[src/rtl/sbc_pkg.sv]
/*
 Shared constants for the sine-wave PWM commutator: carrier, dead time,
 angle resolution, bootstrap mode and register map.
 Assumes a 100 MHz core clock.
*/
package sbc_pkg;
   // Core clock
   localparam int unsigned CLK_MHZ = 100;

   // Triangular carrier
   localparam int unsigned CARRIER_CYCLES = 252;
   localparam logic [7:0] CARRIER_LAST = 8'(CARRIER_CYCLES - 1);
   localparam logic [7:0] CARRIER_HALF = 8'(CARRIER_CYCLES / 2);
   localparam logic [6:0] DUTY_MID = 7'(CARRIER_CYCLES / 4);
   localparam logic [6:0] DUTY_SWING = 7'(CARRIER_CYCLES / 4 - 1);

   // Dead time, figures in ns, rounded up to whole cycles
   localparam int unsigned DEAD_W = 9;
   localparam int unsigned DEAD_LONG_NS = 3800;
   localparam int unsigned DEAD_SHORT_NS = 2600;
   localparam logic [DEAD_W-1:0] DEAD_LONG_CYC = DEAD_W'((DEAD_LONG_NS * CLK_MHZ + 999) / 1000);
   localparam logic [DEAD_W-1:0] DEAD_SHORT_CYC = DEAD_W'((DEAD_SHORT_NS * CLK_MHZ + 999) / 1000);

   // Electrical angle: 32 steps of 1.875 deg per 60 deg sector
   localparam int unsigned SUB_STEPS = 32;
   localparam logic [8:0] ANGLE_STEPS = 9'd192;
   localparam logic [7:0] ANGLE_HALF = 8'd96;
   localparam logic [7:0] PHASE_B_OFS = 8'd64;
   localparam logic [7:0] PHASE_C_OFS = 8'd128;
   localparam logic [4:0] SUB_LAST = 5'(SUB_STEPS - 1);
   localparam logic [2:0] SECTOR_BAD = 3'h7;

   // Speed command codes (8-bit converter, full scale = reference)
   localparam int unsigned SPEED_W = 8;
   localparam logic [SPEED_W-1:0] SPEED_FULL = 8'hff;
   localparam logic [SPEED_W-1:0] SPEED_LOW = 8'h0a;
   localparam int unsigned BOOT_PCT = 8;
   localparam logic [7:0] BOOT_ON_CYC = 8'(CARRIER_CYCLES * BOOT_PCT / 100);
   localparam int unsigned ADV_W = 5;

   // Register map
   localparam int unsigned ADDR_W = 4;
   localparam logic [ADDR_W-1:0] REG_ENABLE = 4'h0;
   localparam logic [ADDR_W-1:0] REG_STATUS = 4'h4;
   localparam logic [ADDR_W-1:0] REG_CLEAR = 4'h8;
   localparam logic [ADDR_W-1:0] REG_STATE = 4'hc;
   localparam int unsigned EV_W = 3;
   localparam int unsigned EV_OVERCUR = 0;
   localparam int unsigned EV_PATTERN = 1;
   localparam int unsigned EV_BACKSPIN = 2;
   localparam logic [EV_W-1:0] ENABLE_RST = 3'h0;
endpackage

[src/rtl/sbc_commutator.sv]
/*
 Three-phase sine-wave PWM commutator with hall sensing, lead angle,
 dead time, protection blocks, tach and reverse detection, plus a small
 register port with interrupt. Assumes pins are asynchronous and that
 speed and advance codes come from an external converter.
*/
// Decided for this implementation: the register offsets and strobed register access.
// Behaviour
// - A triangular carrier of 252 clock cycles is the reference for all duty comparisons; the bootstrap duty compares the rising carrier count car_r instead.
// - Each phase duty follows a sine-shaped profile locked to rotor position.
// - Commutation leads the sensed position by 0 to 58 degrees in 32 steps.
// - Dead time is 3.8 us with the select low and 2.6 us with it high.
// - All-high or all-low position inputs block every drive output.
// - Direction select low gives forward and high gives reverse rotation.
// - Halt low stops operation and forces all drive outputs inactive.
// - Polarity select low makes the outputs active low, high makes them active high.
// - Overcurrent blocks the outputs until the first carrier cycle boundary after it clears.
// - The tach output gives three pulses per electrical turn.
// - Rotation opposite to the commanded direction raises the backspin flag.
// - A speed command at or below the low level drives only the lower switches at 8% duty.
// - Speed commands at or above full scale are saturated to full scale.
`timescale 1ns/1ps
module sbc_commutator
   import sbc_pkg::*;
#(
   parameter int unsigned PERIOD_W = 20
)
(
   // Clock and reset
   input wire logic i_clock,
   input wire logic i_rst_n,
   // Motor pins
   input wire logic i_pos_sense_a,
   input wire logic i_pos_sense_b,
   input wire logic i_pos_sense_c,
   input wire logic i_dir_select,
   input wire logic i_halt_n,
   input wire logic i_drive_polarity,
   input wire logic i_deadband_sel,
   input wire logic i_overcurrent,
   input wire logic [sbc_pkg::SPEED_W-1:0] i_speed_command,
   input wire logic [sbc_pkg::ADV_W-1:0] i_phase_advance,
   // Register port
   input wire logic [sbc_pkg::ADDR_W-1:0] i_addr,
   input wire logic [31:0] i_wr_data,
   input wire logic i_wr_en,
   input wire logic i_rd_en,
   output logic [31:0] o_rd_data,
   output logic o_irq,
   // Turn-on outputs, upper U V W and lower X Y Z
   output logic o_drive_u,
   output logic o_drive_v,
   output logic o_drive_w,
   output logic o_drive_x,
   output logic o_drive_y,
   output logic o_drive_z,
   // Status pins
   output logic o_tach_pulse,
   output logic o_backspin_flag
);
   import sbc_pkg::*;

   function automatic logic [2:0] sector_of(input logic [2:0] h);
      unique case (h)
         3'b001: sector_of = 3'd0;
         3'b011: sector_of = 3'd1;
         3'b010: sector_of = 3'd2;
         3'b110: sector_of = 3'd3;
         3'b100: sector_of = 3'd4;
         3'b101: sector_of = 3'd5;
         default: sector_of = SECTOR_BAD;
      endcase
   endfunction

   function automatic logic [2:0] step_sector(input logic [2:0] s, input logic up);
      if (up)
         step_sector = (s == 3'd5) ? 3'd0 : s + 3'd1;
      else
         step_sector = (s == 3'd0) ? 3'd5 : s - 3'd1;
   endfunction

   function automatic logic [7:0] wrap_angle(input logic [9:0] v);
      logic [9:0] w;
      w = v;
      if (w >= 10'(ANGLE_STEPS))
         w = w - 10'(ANGLE_STEPS);
      if (w >= 10'(ANGLE_STEPS))
         w = w - 10'(ANGLE_STEPS);
      wrap_angle = w[7:0];
   endfunction

   // Parabolic half-wave per half turn, centred on half the carrier
   function automatic logic [6:0] sine_duty(input logic [7:0] ang, input logic [7:0] spd);
      logic [6:0] h;
      logic [11:0] par;
      logic [19:0] prod;
      logic [6:0] mag;
      h = (ang < ANGLE_HALF) ? ang[6:0] : 7'(ang - ANGLE_HALF);
      par = 12'(h) * (12'(ANGLE_HALF) - 12'(h));
      prod = 20'(par) * 20'(spd);
      mag = (prod[19:13] > DUTY_SWING) ? DUTY_SWING : prod[19:13];
      sine_duty = (ang < ANGLE_HALF) ? DUTY_MID + mag : DUTY_MID - mag;
   endfunction

   // Pin synchronisers
   logic [2:0] hall_s1, hall_s2;
   logic dir_s1, dir_s2, halt_s1, halt_s2, pol_s1, pol_s2;
   logic dsel_s1, dsel_s2, oc_s1, oc_s2;
   logic [SPEED_W-1:0] spd_s1, spd_s2;
   logic [ADV_W-1:0] adv_s1, adv_s2;

   always_ff @(posedge i_clock)
   begin
      hall_s1 <= {i_pos_sense_c, i_pos_sense_b, i_pos_sense_a};
      hall_s2 <= hall_s1;
      {dir_s1, halt_s1, pol_s1, dsel_s1, oc_s1} <=
         {i_dir_select, i_halt_n, i_drive_polarity, i_deadband_sel, i_overcurrent};
      {dir_s2, halt_s2, pol_s2, dsel_s2, oc_s2} <= {dir_s1, halt_s1, pol_s1, dsel_s1, oc_s1};
      spd_s1 <= i_speed_command;
      spd_s2 <= spd_s1;
      adv_s1 <= i_phase_advance;
      adv_s2 <= adv_s1;
   end

   logic run;
   assign run = i_rst_n && halt_s2;

   // Carrier
   logic [7:0] car_r;
   logic [7:0] tri_val;
   always_ff @(posedge i_clock)
   begin
      if (!run)
         car_r <= 8'h00;
      else
         car_r <= (car_r == CARRIER_LAST) ? 8'h00 : car_r + 8'h01;
   end
   assign tri_val = (car_r < CARRIER_HALF) ? car_r : CARRIER_LAST - car_r;

   // Rotor position tracking and interpolation within a sector
   logic [2:0] hall_sector;
   logic fault, change, fwd_step, rev_step;
   logic [2:0] sector_r;
   logic [PERIOD_W-1:0] period_r;
   logic [PERIOD_W-6:0] step_r, tick_r;
   logic [4:0] sub_r;
   logic fault_r, backspin_r, tach_r;

   assign hall_sector = sector_of(hall_s2);
   assign fault = (hall_sector == SECTOR_BAD);
   assign change = !fault && (hall_sector != sector_r);
   assign fwd_step = change && (hall_sector == step_sector(sector_r, 1'b1));
   assign rev_step = change && (hall_sector == step_sector(sector_r, 1'b0));

   always_ff @(posedge i_clock)
   begin
      if (!run)
      begin
         sector_r <= 3'd0;
         period_r <= '1;
         step_r <= '1;
         tick_r <= '0;
         sub_r <= 5'd0;
      end
      else if (change)
      begin
         sector_r <= hall_sector;
         step_r <= period_r[PERIOD_W-1:5];
         period_r <= '0;
         tick_r <= '0;
         sub_r <= 5'd0;
      end
      else
      begin
         if (period_r != '1)
            period_r <= period_r + 1'b1;
         if (tick_r >= step_r && sub_r != SUB_LAST)
         begin
            tick_r <= '0;
            sub_r <= sub_r + 5'd1;
         end
         else
            tick_r <= tick_r + 1'b1;
      end
   end

   always_ff @(posedge i_clock)
   begin
      if (!run)
      begin
         fault_r <= 1'b0;
         backspin_r <= 1'b0;
         tach_r <= 1'b0;
      end
      else
      begin
         fault_r <= fault;
         tach_r <= ^hall_s2;
         if (fwd_step)
            backspin_r <= dir_s2;
         else if (rev_step)
            backspin_r <= !dir_s2;
      end
   end

   // Electrical angle with lead; reverse walks the angle downward
   logic [9:0] ang_raw;
   logic [7:0] ang_a;
   logic [6:0] duty [3];
   logic [SPEED_W-1:0] spd_sat;

   assign spd_sat = (spd_s2 >= SPEED_FULL) ? SPEED_FULL : spd_s2;
   always_comb
   begin
      if (dir_s2)
         ang_raw = 10'({sector_r, 5'd0}) + 10'(ANGLE_STEPS) + 10'(SUB_LAST)
                   - 10'(sub_r) - 10'(adv_s2);
      else
         ang_raw = 10'({sector_r, 5'd0}) + 10'(sub_r) + 10'(adv_s2);
   end
   assign ang_a = wrap_angle(ang_raw);
   assign duty[0] = sine_duty(ang_a, spd_sat);
   assign duty[1] = sine_duty(wrap_angle(10'(ang_a) + 10'(PHASE_B_OFS)), spd_sat);
   assign duty[2] = sine_duty(wrap_angle(10'(ang_a) + 10'(PHASE_C_OFS)), spd_sat);

   // Overcurrent block, released only at the carrier boundary
   logic oc_block_r;
   always_ff @(posedge i_clock)
   begin
      if (!run)
         oc_block_r <= 1'b0;
      else if (oc_s2)
         oc_block_r <= 1'b1;
      else if (car_r == 8'h00)
         oc_block_r <= 1'b0;
   end

   // Legs
   logic boot, leg_enable;
   logic [DEAD_W-1:0] dead_cycles;
   logic [2:0] up_req, lo_req, on_up, on_lo;

   assign boot = (spd_sat <= SPEED_LOW);
   assign leg_enable = !fault && !fault_r && !oc_block_r;
   assign dead_cycles = dsel_s2 ? DEAD_SHORT_CYC : DEAD_LONG_CYC;

   for (genvar i = 0; i < 3; i++)
   begin : g_leg
      assign up_req[i] = !boot && (tri_val < 8'(duty[i]));
      assign lo_req[i] = boot ? (car_r < BOOT_ON_CYC) : !up_req[i];
      sbc_deadband #(.CNT_W(DEAD_W)) u_leg
      (
         .i_clock(i_clock),
         .i_rst_n(run),
         .i_enable(leg_enable),
         .i_up_req(up_req[i]),
         .i_lo_req(lo_req[i]),
         .i_dead_cycles(dead_cycles),
         .o_up(on_up[i]),
         .o_lo(on_lo[i])
      );
   end

   // Pins, polarity applied last
   always_ff @(posedge i_clock)
   begin
      o_drive_u <= pol_s2 ? on_up[0] : !on_up[0];
      o_drive_v <= pol_s2 ? on_up[1] : !on_up[1];
      o_drive_w <= pol_s2 ? on_up[2] : !on_up[2];
      o_drive_x <= pol_s2 ? on_lo[0] : !on_lo[0];
      o_drive_y <= pol_s2 ? on_lo[1] : !on_lo[1];
      o_drive_z <= pol_s2 ? on_lo[2] : !on_lo[2];
      o_tach_pulse <= tach_r;
      o_backspin_flag <= backspin_r;
   end

   // Events, interrupt and register port
   logic [EV_W-1:0] status_r, enable_r, events, clr;
   logic irq_r;
   assign events[EV_OVERCUR] = oc_s2 && !oc_block_r && run;
   assign events[EV_PATTERN] = fault && !fault_r && run;
   assign events[EV_BACKSPIN] = run && !backspin_r && ((fwd_step && dir_s2) || (rev_step && !dir_s2));
   assign clr = (i_wr_en && i_addr == REG_CLEAR) ? i_wr_data[EV_W-1:0] : '0;

   always_ff @(posedge i_clock)
   begin
      if (!i_rst_n)
      begin
         status_r <= '0;
         enable_r <= ENABLE_RST;
         irq_r <= 1'b0;
         o_rd_data <= 32'h0000_0000;
      end
      else
      begin
         status_r <= (status_r & ~clr) | events;
         if (i_wr_en && i_addr == REG_ENABLE)
            enable_r <= i_wr_data[EV_W-1:0];
         irq_r <= |(status_r & enable_r);
         if (!i_rd_en)
            o_rd_data <= 32'h0000_0000;
         else
            unique case (i_addr)
               REG_ENABLE: o_rd_data <= 32'(enable_r);
               REG_STATUS: o_rd_data <= 32'(status_r);
               REG_STATE: o_rd_data <= 32'({boot, oc_block_r, fault_r, backspin_r, sector_r});
               default: o_rd_data <= 32'h0000_0000;
            endcase
      end
   end
   assign o_irq = irq_r;
endmodule // sbc_commutator

[src/rtl/sbc_deadband.sv]
/*
 One inverter leg: turns upper/lower demand into non-overlapping drive
 with a dead interval after every turn-off.
 Assumes demands and dead count come from the same clock domain.
*/
`timescale 1ns/1ps
module sbc_deadband
#(
   parameter int unsigned CNT_W = 9
)
(
   // Clock and reset
   input wire logic i_clock,
   input wire logic i_rst_n,
   // Demand
   input wire logic i_enable,
   input wire logic i_up_req,
   input wire logic i_lo_req,
   input wire logic [CNT_W-1:0] i_dead_cycles,
   // Drive, active high
   output logic o_up,
   output logic o_lo
);
   logic [CNT_W-1:0] cnt_r;
   // Switch that went off last may come back without a gap
   logic rearm_up_r;
   logic rearm_lo_r;

   always_ff @(posedge i_clock)
   begin
      if (!i_rst_n)
      begin
         o_up <= 1'b0;
         o_lo <= 1'b0;
         cnt_r <= '1;
         rearm_up_r <= 1'b0;
         rearm_lo_r <= 1'b0;
      end
      else if (!i_enable)
      begin
         o_up <= 1'b0;
         o_lo <= 1'b0;
         cnt_r <= i_dead_cycles;
         rearm_up_r <= 1'b0;
         rearm_lo_r <= 1'b0;
      end
      else if (o_up || o_lo)
      begin
         if ({i_up_req, i_lo_req} != {o_up, o_lo})
         begin
            o_up <= 1'b0;
            o_lo <= 1'b0;
            cnt_r <= i_dead_cycles;
            rearm_up_r <= o_up;
            rearm_lo_r <= o_lo;
         end
      end
      else if (cnt_r != '0)
      begin
         cnt_r <= cnt_r - 1'b1;
         // Gap only guards the complement, so the same switch may return
         o_up <= rearm_up_r && i_up_req && !i_lo_req;
         o_lo <= rearm_lo_r && i_lo_req && !i_up_req;
      end
      else
      begin
         o_up <= i_up_req && !i_lo_req;
         o_lo <= i_lo_req;
      end
   end
endmodule // sbc_deadband

[config.mk]
export PLATFORM = sky130hd
export DESIGN_NAME = sbc_commutator
export DESIGN_NICKNAME = d
export VERILOG_FILES = /design/src/rtl/sbc_pkg.sv /design/src/rtl/sbc_commutator.sv /design/src/rtl/sbc_deadband.sv
export SDC_FILE = /design/constraint.sdc
export NUM_CORES = 1
export LEC_CHECK = 0
export ABC_AREA = 0
export BUFFER_PORTS_ARGS = -buffer_cell sky130_fd_sc_hd__buf_2
export CAP_MARGIN = 10
export CORE_MARGIN = 2
export CORE_UTILIZATION = 45
export DETAILED_ROUTE_END_ITERATION = 10
export GPL_TIMING_DRIVEN = 0
export PLACE_DENSITY = 0.76
export REMOVE_ABC_BUFFERS = 1
export SYNTH_ARGS = -nofsm -noshare
export SYNTH_HDL_FRONTEND = slang
export SYNTH_SLANG_ARGS = --single-unit
[constraint.sdc]
create_clock -name i_clock -period 17.2 [get_ports i_clock]
set_clock_uncertainty 0.15 [all_clocks]
set_input_delay 0 -clock i_clock [delete_from_list [all_inputs] [get_ports i_clock]]
set_output_delay 0 -clock i_clock [all_outputs]
set_load 0.01 [all_outputs]
# Word-level counts from Yosys, hierarchy flattened
# Cells that the tools add are included.
[word_totals]
output_inout_bits = 41
register_bits = 198
inputBits = 61
word_cells = 294
[classes]
n_mux = 66
magnitude_cmp = 20
multipliers = 6
n_eq_ne = 29
add_sub_neg = 36
bitwise_logic = 5
reduce_logical = 79
[op_table]
columns = ["op", "n"]
rows = [
  ["$mux 9", 12],
  ["$mux 7", 10],
  ["$mul 12x8->20", 3],
  ["$ge 10x8->1 const B", 4],
  ["$mux 10", 4],
  ["$mux 20", 2],
  ["$mux 8", 5],
  ["$mul 8x8->12", 3],
  ["$logic_and 1x1->1", 35],
  ["$lt 8x7->1 const B", 4],
  ["$mux 1", 28],
  ["$reduce_bool 9->1", 3],
  ["$sub 9x1->9 const B", 3],
  ["$lt 8x7->1", 3],
  ["$sub 7x7->8 const A", 3],
  ["$sub 8x8->8 const B", 3],
  ["$add 6x7->7 const A", 3],
  ["$gt 7x6->1 const B", 3],
  ["$pmux 7 s3", 1],
  ["$sub 6x7->7 const A", 3],
  ["$sub 7x7->7 const B", 3],
  ["$add 20x1->20 const B", 1],
  ["$ne 20x20->1 const B", 1],
  ["$sub 10x5->10", 2],
  ["47 further kinds", 99],
]

# Depth between registers and ports, before layout
[logic_depth]
ltp_word = 31
mapped_depth = 77
depth_no_buf = 75

# Cells and area by module
# From an unflattened synthesis, not the netlist that was laid out.
[unflattened]
cells_unflattened = 2544
area_unflattened_um2 = 22024.9
[by_module_without_submodules]
columns = ["mod", "area_per_inst_um2", "cells_per_inst", "instances", "seq_area_each_um2"]
rows = [
  ["sbc_commutator", 19119.6, 2187, 1, 2682.6],
  ["sbc_deadband", 968.4, 119, 3, 260.2],
]

# Worst setup path after synthesis
# OpenSTA, ideal clock, no wires.
[synth_path]
path_type = "reg2reg"
startpoint = "register sub_r[3]"
endpoint = "register g_leg[2].u_leg.cnt_r[6]"
n_path_buf = 2
arrival_time_ps = 16189
path_slack_ps = 740
stages_incl_launch_ff = 68
setup_ps = 122
period_less_slack_ps = 16460
cell_sequence = "dfxtp_1 -> inv_1 -> ha_1 -> ha_1 -> ha_1 -> a211oi_1 -> or3b_1 -> a221oi_2 -> xnor2_2 -> nand3_1 -> o21ai_2 -> inv_1 -> ha_1 -> a41o_1 -> xnor2_1 -> ha_1 -> or3_1 -> a41oi_1 -> [... 32 more ...] -> or3_1 -> o21a_2 -> o211a_1 -> nor2_1 -> nand2_1 -> o41ai_1 -> o221ai_1 -> ha_1 -> nand3_1 -> nor2_1 -> a211oi_1 -> nor3_1 -> a2111oi_0 -> o41ai_4 -> mux2i_2 -> a21oi_4 -> nand2b_1 -> o32a_1"
[synth_via]
elab_chain_len = 28
[synth_lines]
columns = ["item", "line_no", "rtl"]
rows = [
  ["start: declaration", "sbc_commutator.sv:146", "logic [4:0] sub_r;"],
  ["start signal: assignment", "sbc_commutator.sv:180", "sub_r <= sub_r + 5'd1;"],
  ["$sub 10x5->10 or $add 8x5->9 (tied branches)", "sbc_commutator.sv:217, sbc_commutator.sv:219", ""],
  ["$sub 10x5->10 or $add 9x5->10 (tied branches)", "sbc_commutator.sv:217, sbc_commutator.sv:219", ""],
  ["$mux 10 (*)", "sbc_commutator.sv:215", "if (dir_s2)"],
  ["$sub 10x8->10 or $ge 10x8->1 (tied branches)", "sbc_commutator.sv:86, sbc_commutator.sv:85", ""],
  ["$mux 10 (*)", "sbc_commutator.sv:85", "if (w >= 10'(ANGLE_STEPS))"],
  ["$sub 8x8->8 or $ge 10x8->1 (tied branches)", "sbc_commutator.sv:88, sbc_commutator.sv:87", ""],
  ["$mux 8 (*)", "sbc_commutator.sv:87", "if (w >= 10'(ANGLE_STEPS))"],
  ["$add 8x8->9 (*)", "sbc_commutator.sv:224", "assign duty[2] = sine_duty(wrap_angle(10'(ang_a) + 10'(PHASE_C_OFS)), spd_sat);"],
  ["[... 12 more ...]", "--", ""],
  ["$mux 7 (*)", "sbc_commutator.sv:102", "sine_duty = (ang < ANGLE_HALF) ? DUTY_MID + mag : DUTY_MID - mag;"],
  ["$lt 8x7->1 (*)", "sbc_commutator.sv:249", "assign up_req[i] = !boot && (tri_val < 8'(duty[i]));"],
  ["$logic_and 1x1->1 (*)", "sbc_commutator.sv:249", ""],
  ["$logic_not 1->1", "sbc_commutator.sv:250", "assign lo_req[i] = boot ? (car_r < BOOT_ON_CYC) : !up_req[i];"],
  ["$mux 1", "sbc_commutator.sv:250", ""],
  ["$ne 2x2->1 (*)", "sbc_deadband.sv:49", "if ({i_up_req, i_lo_req} != {o_up, o_lo})"],
  ["$ne 3x3->1 (no line) (*)", "--", ""],
  ["$reduce_and 2->1 (no line) (*)", "--", ""],
  ["end signal: assignment", "sbc_deadband.sv:43", "cnt_r <= i_dead_cycles;"],
  ["end signal: assignment", "sbc_deadband.sv:53", "cnt_r <= i_dead_cycles;"],
  ["end signal: assignment", "sbc_deadband.sv:60", "cnt_r <= cnt_r - 1'b1;"],
  ["end: declaration", "sbc_deadband.sv:24", "logic [CNT_W-1:0] cnt_r;"],
]
# Every way passes the cells marked *; elsewhere a longest branch is shown, timed or not.
# A chain may end at the register's enable or synchronous reset.

# Worst setup path after layout
# Same ends and word-level chain as after synthesis.

==> flow_metrics.tcl <==
set metrics [dict create \
    drc 0 \
    rows 79 \
    cts_root_buffer "clkbuf_16" \
    met3_usage_pct 2.43 \
    cpMostUsedCell "inv_1" \
    dr.pass1.iters 5 \
    synthArstFlopShare_pct 0 \
    grt-ovfl-total 0 \
    n_antenna_cell 0 \
    vias 17000 \
    dieArea_sq_mm 0.0490 \
    yosysWarnings 0 \
    grt_pass1_wl_um 84700 \
    period_share_pct 96.3 \
    grtUsageTotal_pct 20.6 \
    status "completed" \
    synth-seq-cells 173 \
    dp.cells 3036 \
    hpwl_um 38300 \
    numCtsBuffers 17 \
    setup-violations-final 0 \
    via_per_inst 5.43 \
    grt_max_degree 56 \
    synth-edff-count 0 \
    layout_common_cells "inv_1 (368), fa_1 (239), ha_1 (225)" \
    fin_tns_setup_ps 0 \
    cpMaxStageDelayCell "fa_1" \
    die_w_um 221 \
    period_needed_ps 16560 \
    layout.nets 3056 \
    area_delta_synth_final_pct 10.8 \
    grtUsageMet1_pct 25.5 \
    port_buffers 47 \
    drt_iter0_drc 913 \
    cts.htree.levels 4 \
    clk_latency_ps 450 \
    gp_congestion 0.893 \
    ys_types 108 \
    fmax_ghz 0.0604 \
    ant_nets 0 \
    cts.sinks 173 \
    worstPathRequired_ps 17390 \
    crit_path_end_kind "flop" \
    drt_wl_total_um 50400 \
    critPathLaunchType "flop" \
    wire_per_inst_um 16.0 \
    grt_util_met2_pct 36.6 \
    slew_headroom_pct 20.4 \
    top_usage_layer "met2" \
    die_h_um 221 \
    core_sq_mm 0.0466 \
    cpPeakStageDelay_ps 550 \
    hold_viol_final 0 \
    slew_viol_final 0 \
    floorplan.initialDensity_pct 45.6 \
    synth_area_per_cell_sq_um 8.66 \
    cts_tree "built" \
    clock_path_buffers 2 \
    critPathMaxFanout 9 \
    critPathArrivalTime_ps 16740 \
    synth-main-ff-cell "dfxtp_1" \
    drive_above_1_share_pct 9.16 \
    clk_pin_slew_ps 70 \
    ios 102 \
    synth_area_sq_mm 0.0212 \
    crit_type "flop to flop" \
    max_slew.worst_pin.slew_ps 1180 \
    final_common_cell "inv_1" \
    hp-class "input pin to flop" \
    antenna_found_initial 0 \
    layoutNonFillerInstCount 3140 \
    maxCapViolations 0 \
    syn_inst 2452 \
    synth-seq-area-share_pct 16.3 \
    grt_pass1_vias 17800 \
]
-- cell type report --
type | instances | area (sq um)
Clock buffer | 19 | 453
Clock inverter | 13 | 179
Fill cell | 4181 | 23000
Inverter | 374 | 1410
Multi-Input combinational cell | 1836 | 16400
Sequential cell | 173 | 3470
Tap cell | 607 | 759
Timing Repair Buffer | 118 | 895
-- critical path, delay by kind of cell (launching register included) --
family,cells,cell delay [ps]
buffers and inverters,11,930
and+or+nand+nor,13,2730
adders and majority gates,17,6570
muxes,2,710
DFF,1,360
xor gates and xnor gates,4,680
AOI/OAI and AO/OA,21,4260
-- cells by family after synthesis --
kind of cell,after synthesis,share of synthesized area (%)
and+or+nand+nor,805,19.3
AOI/OAI and AO/OA,389,12.7
muxes,20,1.20
xor gates and xnor gates,121,5.21
DFF,173,16.3
adders and majority gates,475,36.4
buffers and inverters,468,8.91
other,1,0.0177
-- path summary, 6_finish.rpt --
kind | cells past startpoint | to | start | slack (ps)
hold reg to reg | 0 | oc_s2 | oc_s1 | 170
hold / removal | 4 | o_rd_data[0] | i_addr[3] | 20
setup / recovery | 68 | g_leg[2].u_leg.cnt_r[6] | sub_r[3] | 640
setup reg to reg | 68 | g_leg[2].u_leg.cnt_r[6] | sub_r[3] | 640
-- cells in the mapped netlist, types with 6 or more instances --
cell type    n  area share [%]
inv_1      369             6.5
fa_1       239              23
ha_1       236              14
nand2_1    206             3.6
dfxtp_1    173              16
nor2_1     163             2.9
and2_1     140             4.1
a21oi_1     99             2.3
o21ai_0     85             2.0
xnor2_1     65             2.7
clkbuf_1    55            0.97
nand3_1     52             1.2
xor2_1      52             2.1
nor3_1      49             1.2
nand2b_1    41             1.2
nor2b_1     34             1.0
a21o_1      31             1.1
buf_4       26            0.92
o211ai_1    24            0.85
or3_1       20            0.59
and3_1      19            0.56
nand4_1     16            0.47
or2_2       14            0.41
a211oi_1    12            0.42
o21bai_1    12            0.42
a31oi_1     10            0.29
mux2i_1      9            0.42
nor4_1       9            0.27
o32a_1       9            0.42
nor3b_1      7            0.25
o21a_1       7            0.25
a22oi_1      6            0.21
mux2_2       6            0.32
o31ai_1      6            0.21
or4_1        6            0.21
-- through the flow --
step	hold WS, ps	instance area (sq um)	worst slack, ps	util, %
detailed placement	-46.4	21800	-1490	46.9
floorplan	-122	20800	794	-
CTS	9.14	23100	5.06	49.6
global route	27.2	23500	-162	50.6
finish	24.8	23500	644	50.6
global placement	-48.2	21800	-1060	46.9
-- layer usage --
layer | up-vias | wire length, um
li1 | 8154 | -
met1 | 8325 | 21300
met2 | 452 | 25000
met3 | 115 | 2220
met4 | 0 | 1870
met5 | - | 0
-- sequential cells by signal (all words and copies together), names as in the netlist, 5 cells and up --
| register | cells |
|---|---|
| sub_r | 5 |
| adv_s2 | 5 |
| car_r | 8 |
| spd_s1 | 8 |
| o_rd_data | 7 |
| period_r | 20 |
| g_leg.u_leg.cnt_r | 27 |
| adv_s1 | 5 |
| step_r | 15 |
| tick_r | 15 |
| spd_s2 | 8 |
-- what timing repair did --
action                                  CTS  global route
hold buffers                             41             0
setup buffers                            12            17
endpoints found under the hold margin    31             0
gates resized for setup                  24            57
pin swaps                                 9            24
endpoints found under the setup margin   26            33
gates cloned                              0             1
Power is not shown: default switching activity piles up to over one toggle a cycle in this logic, so the estimate is an artifact.
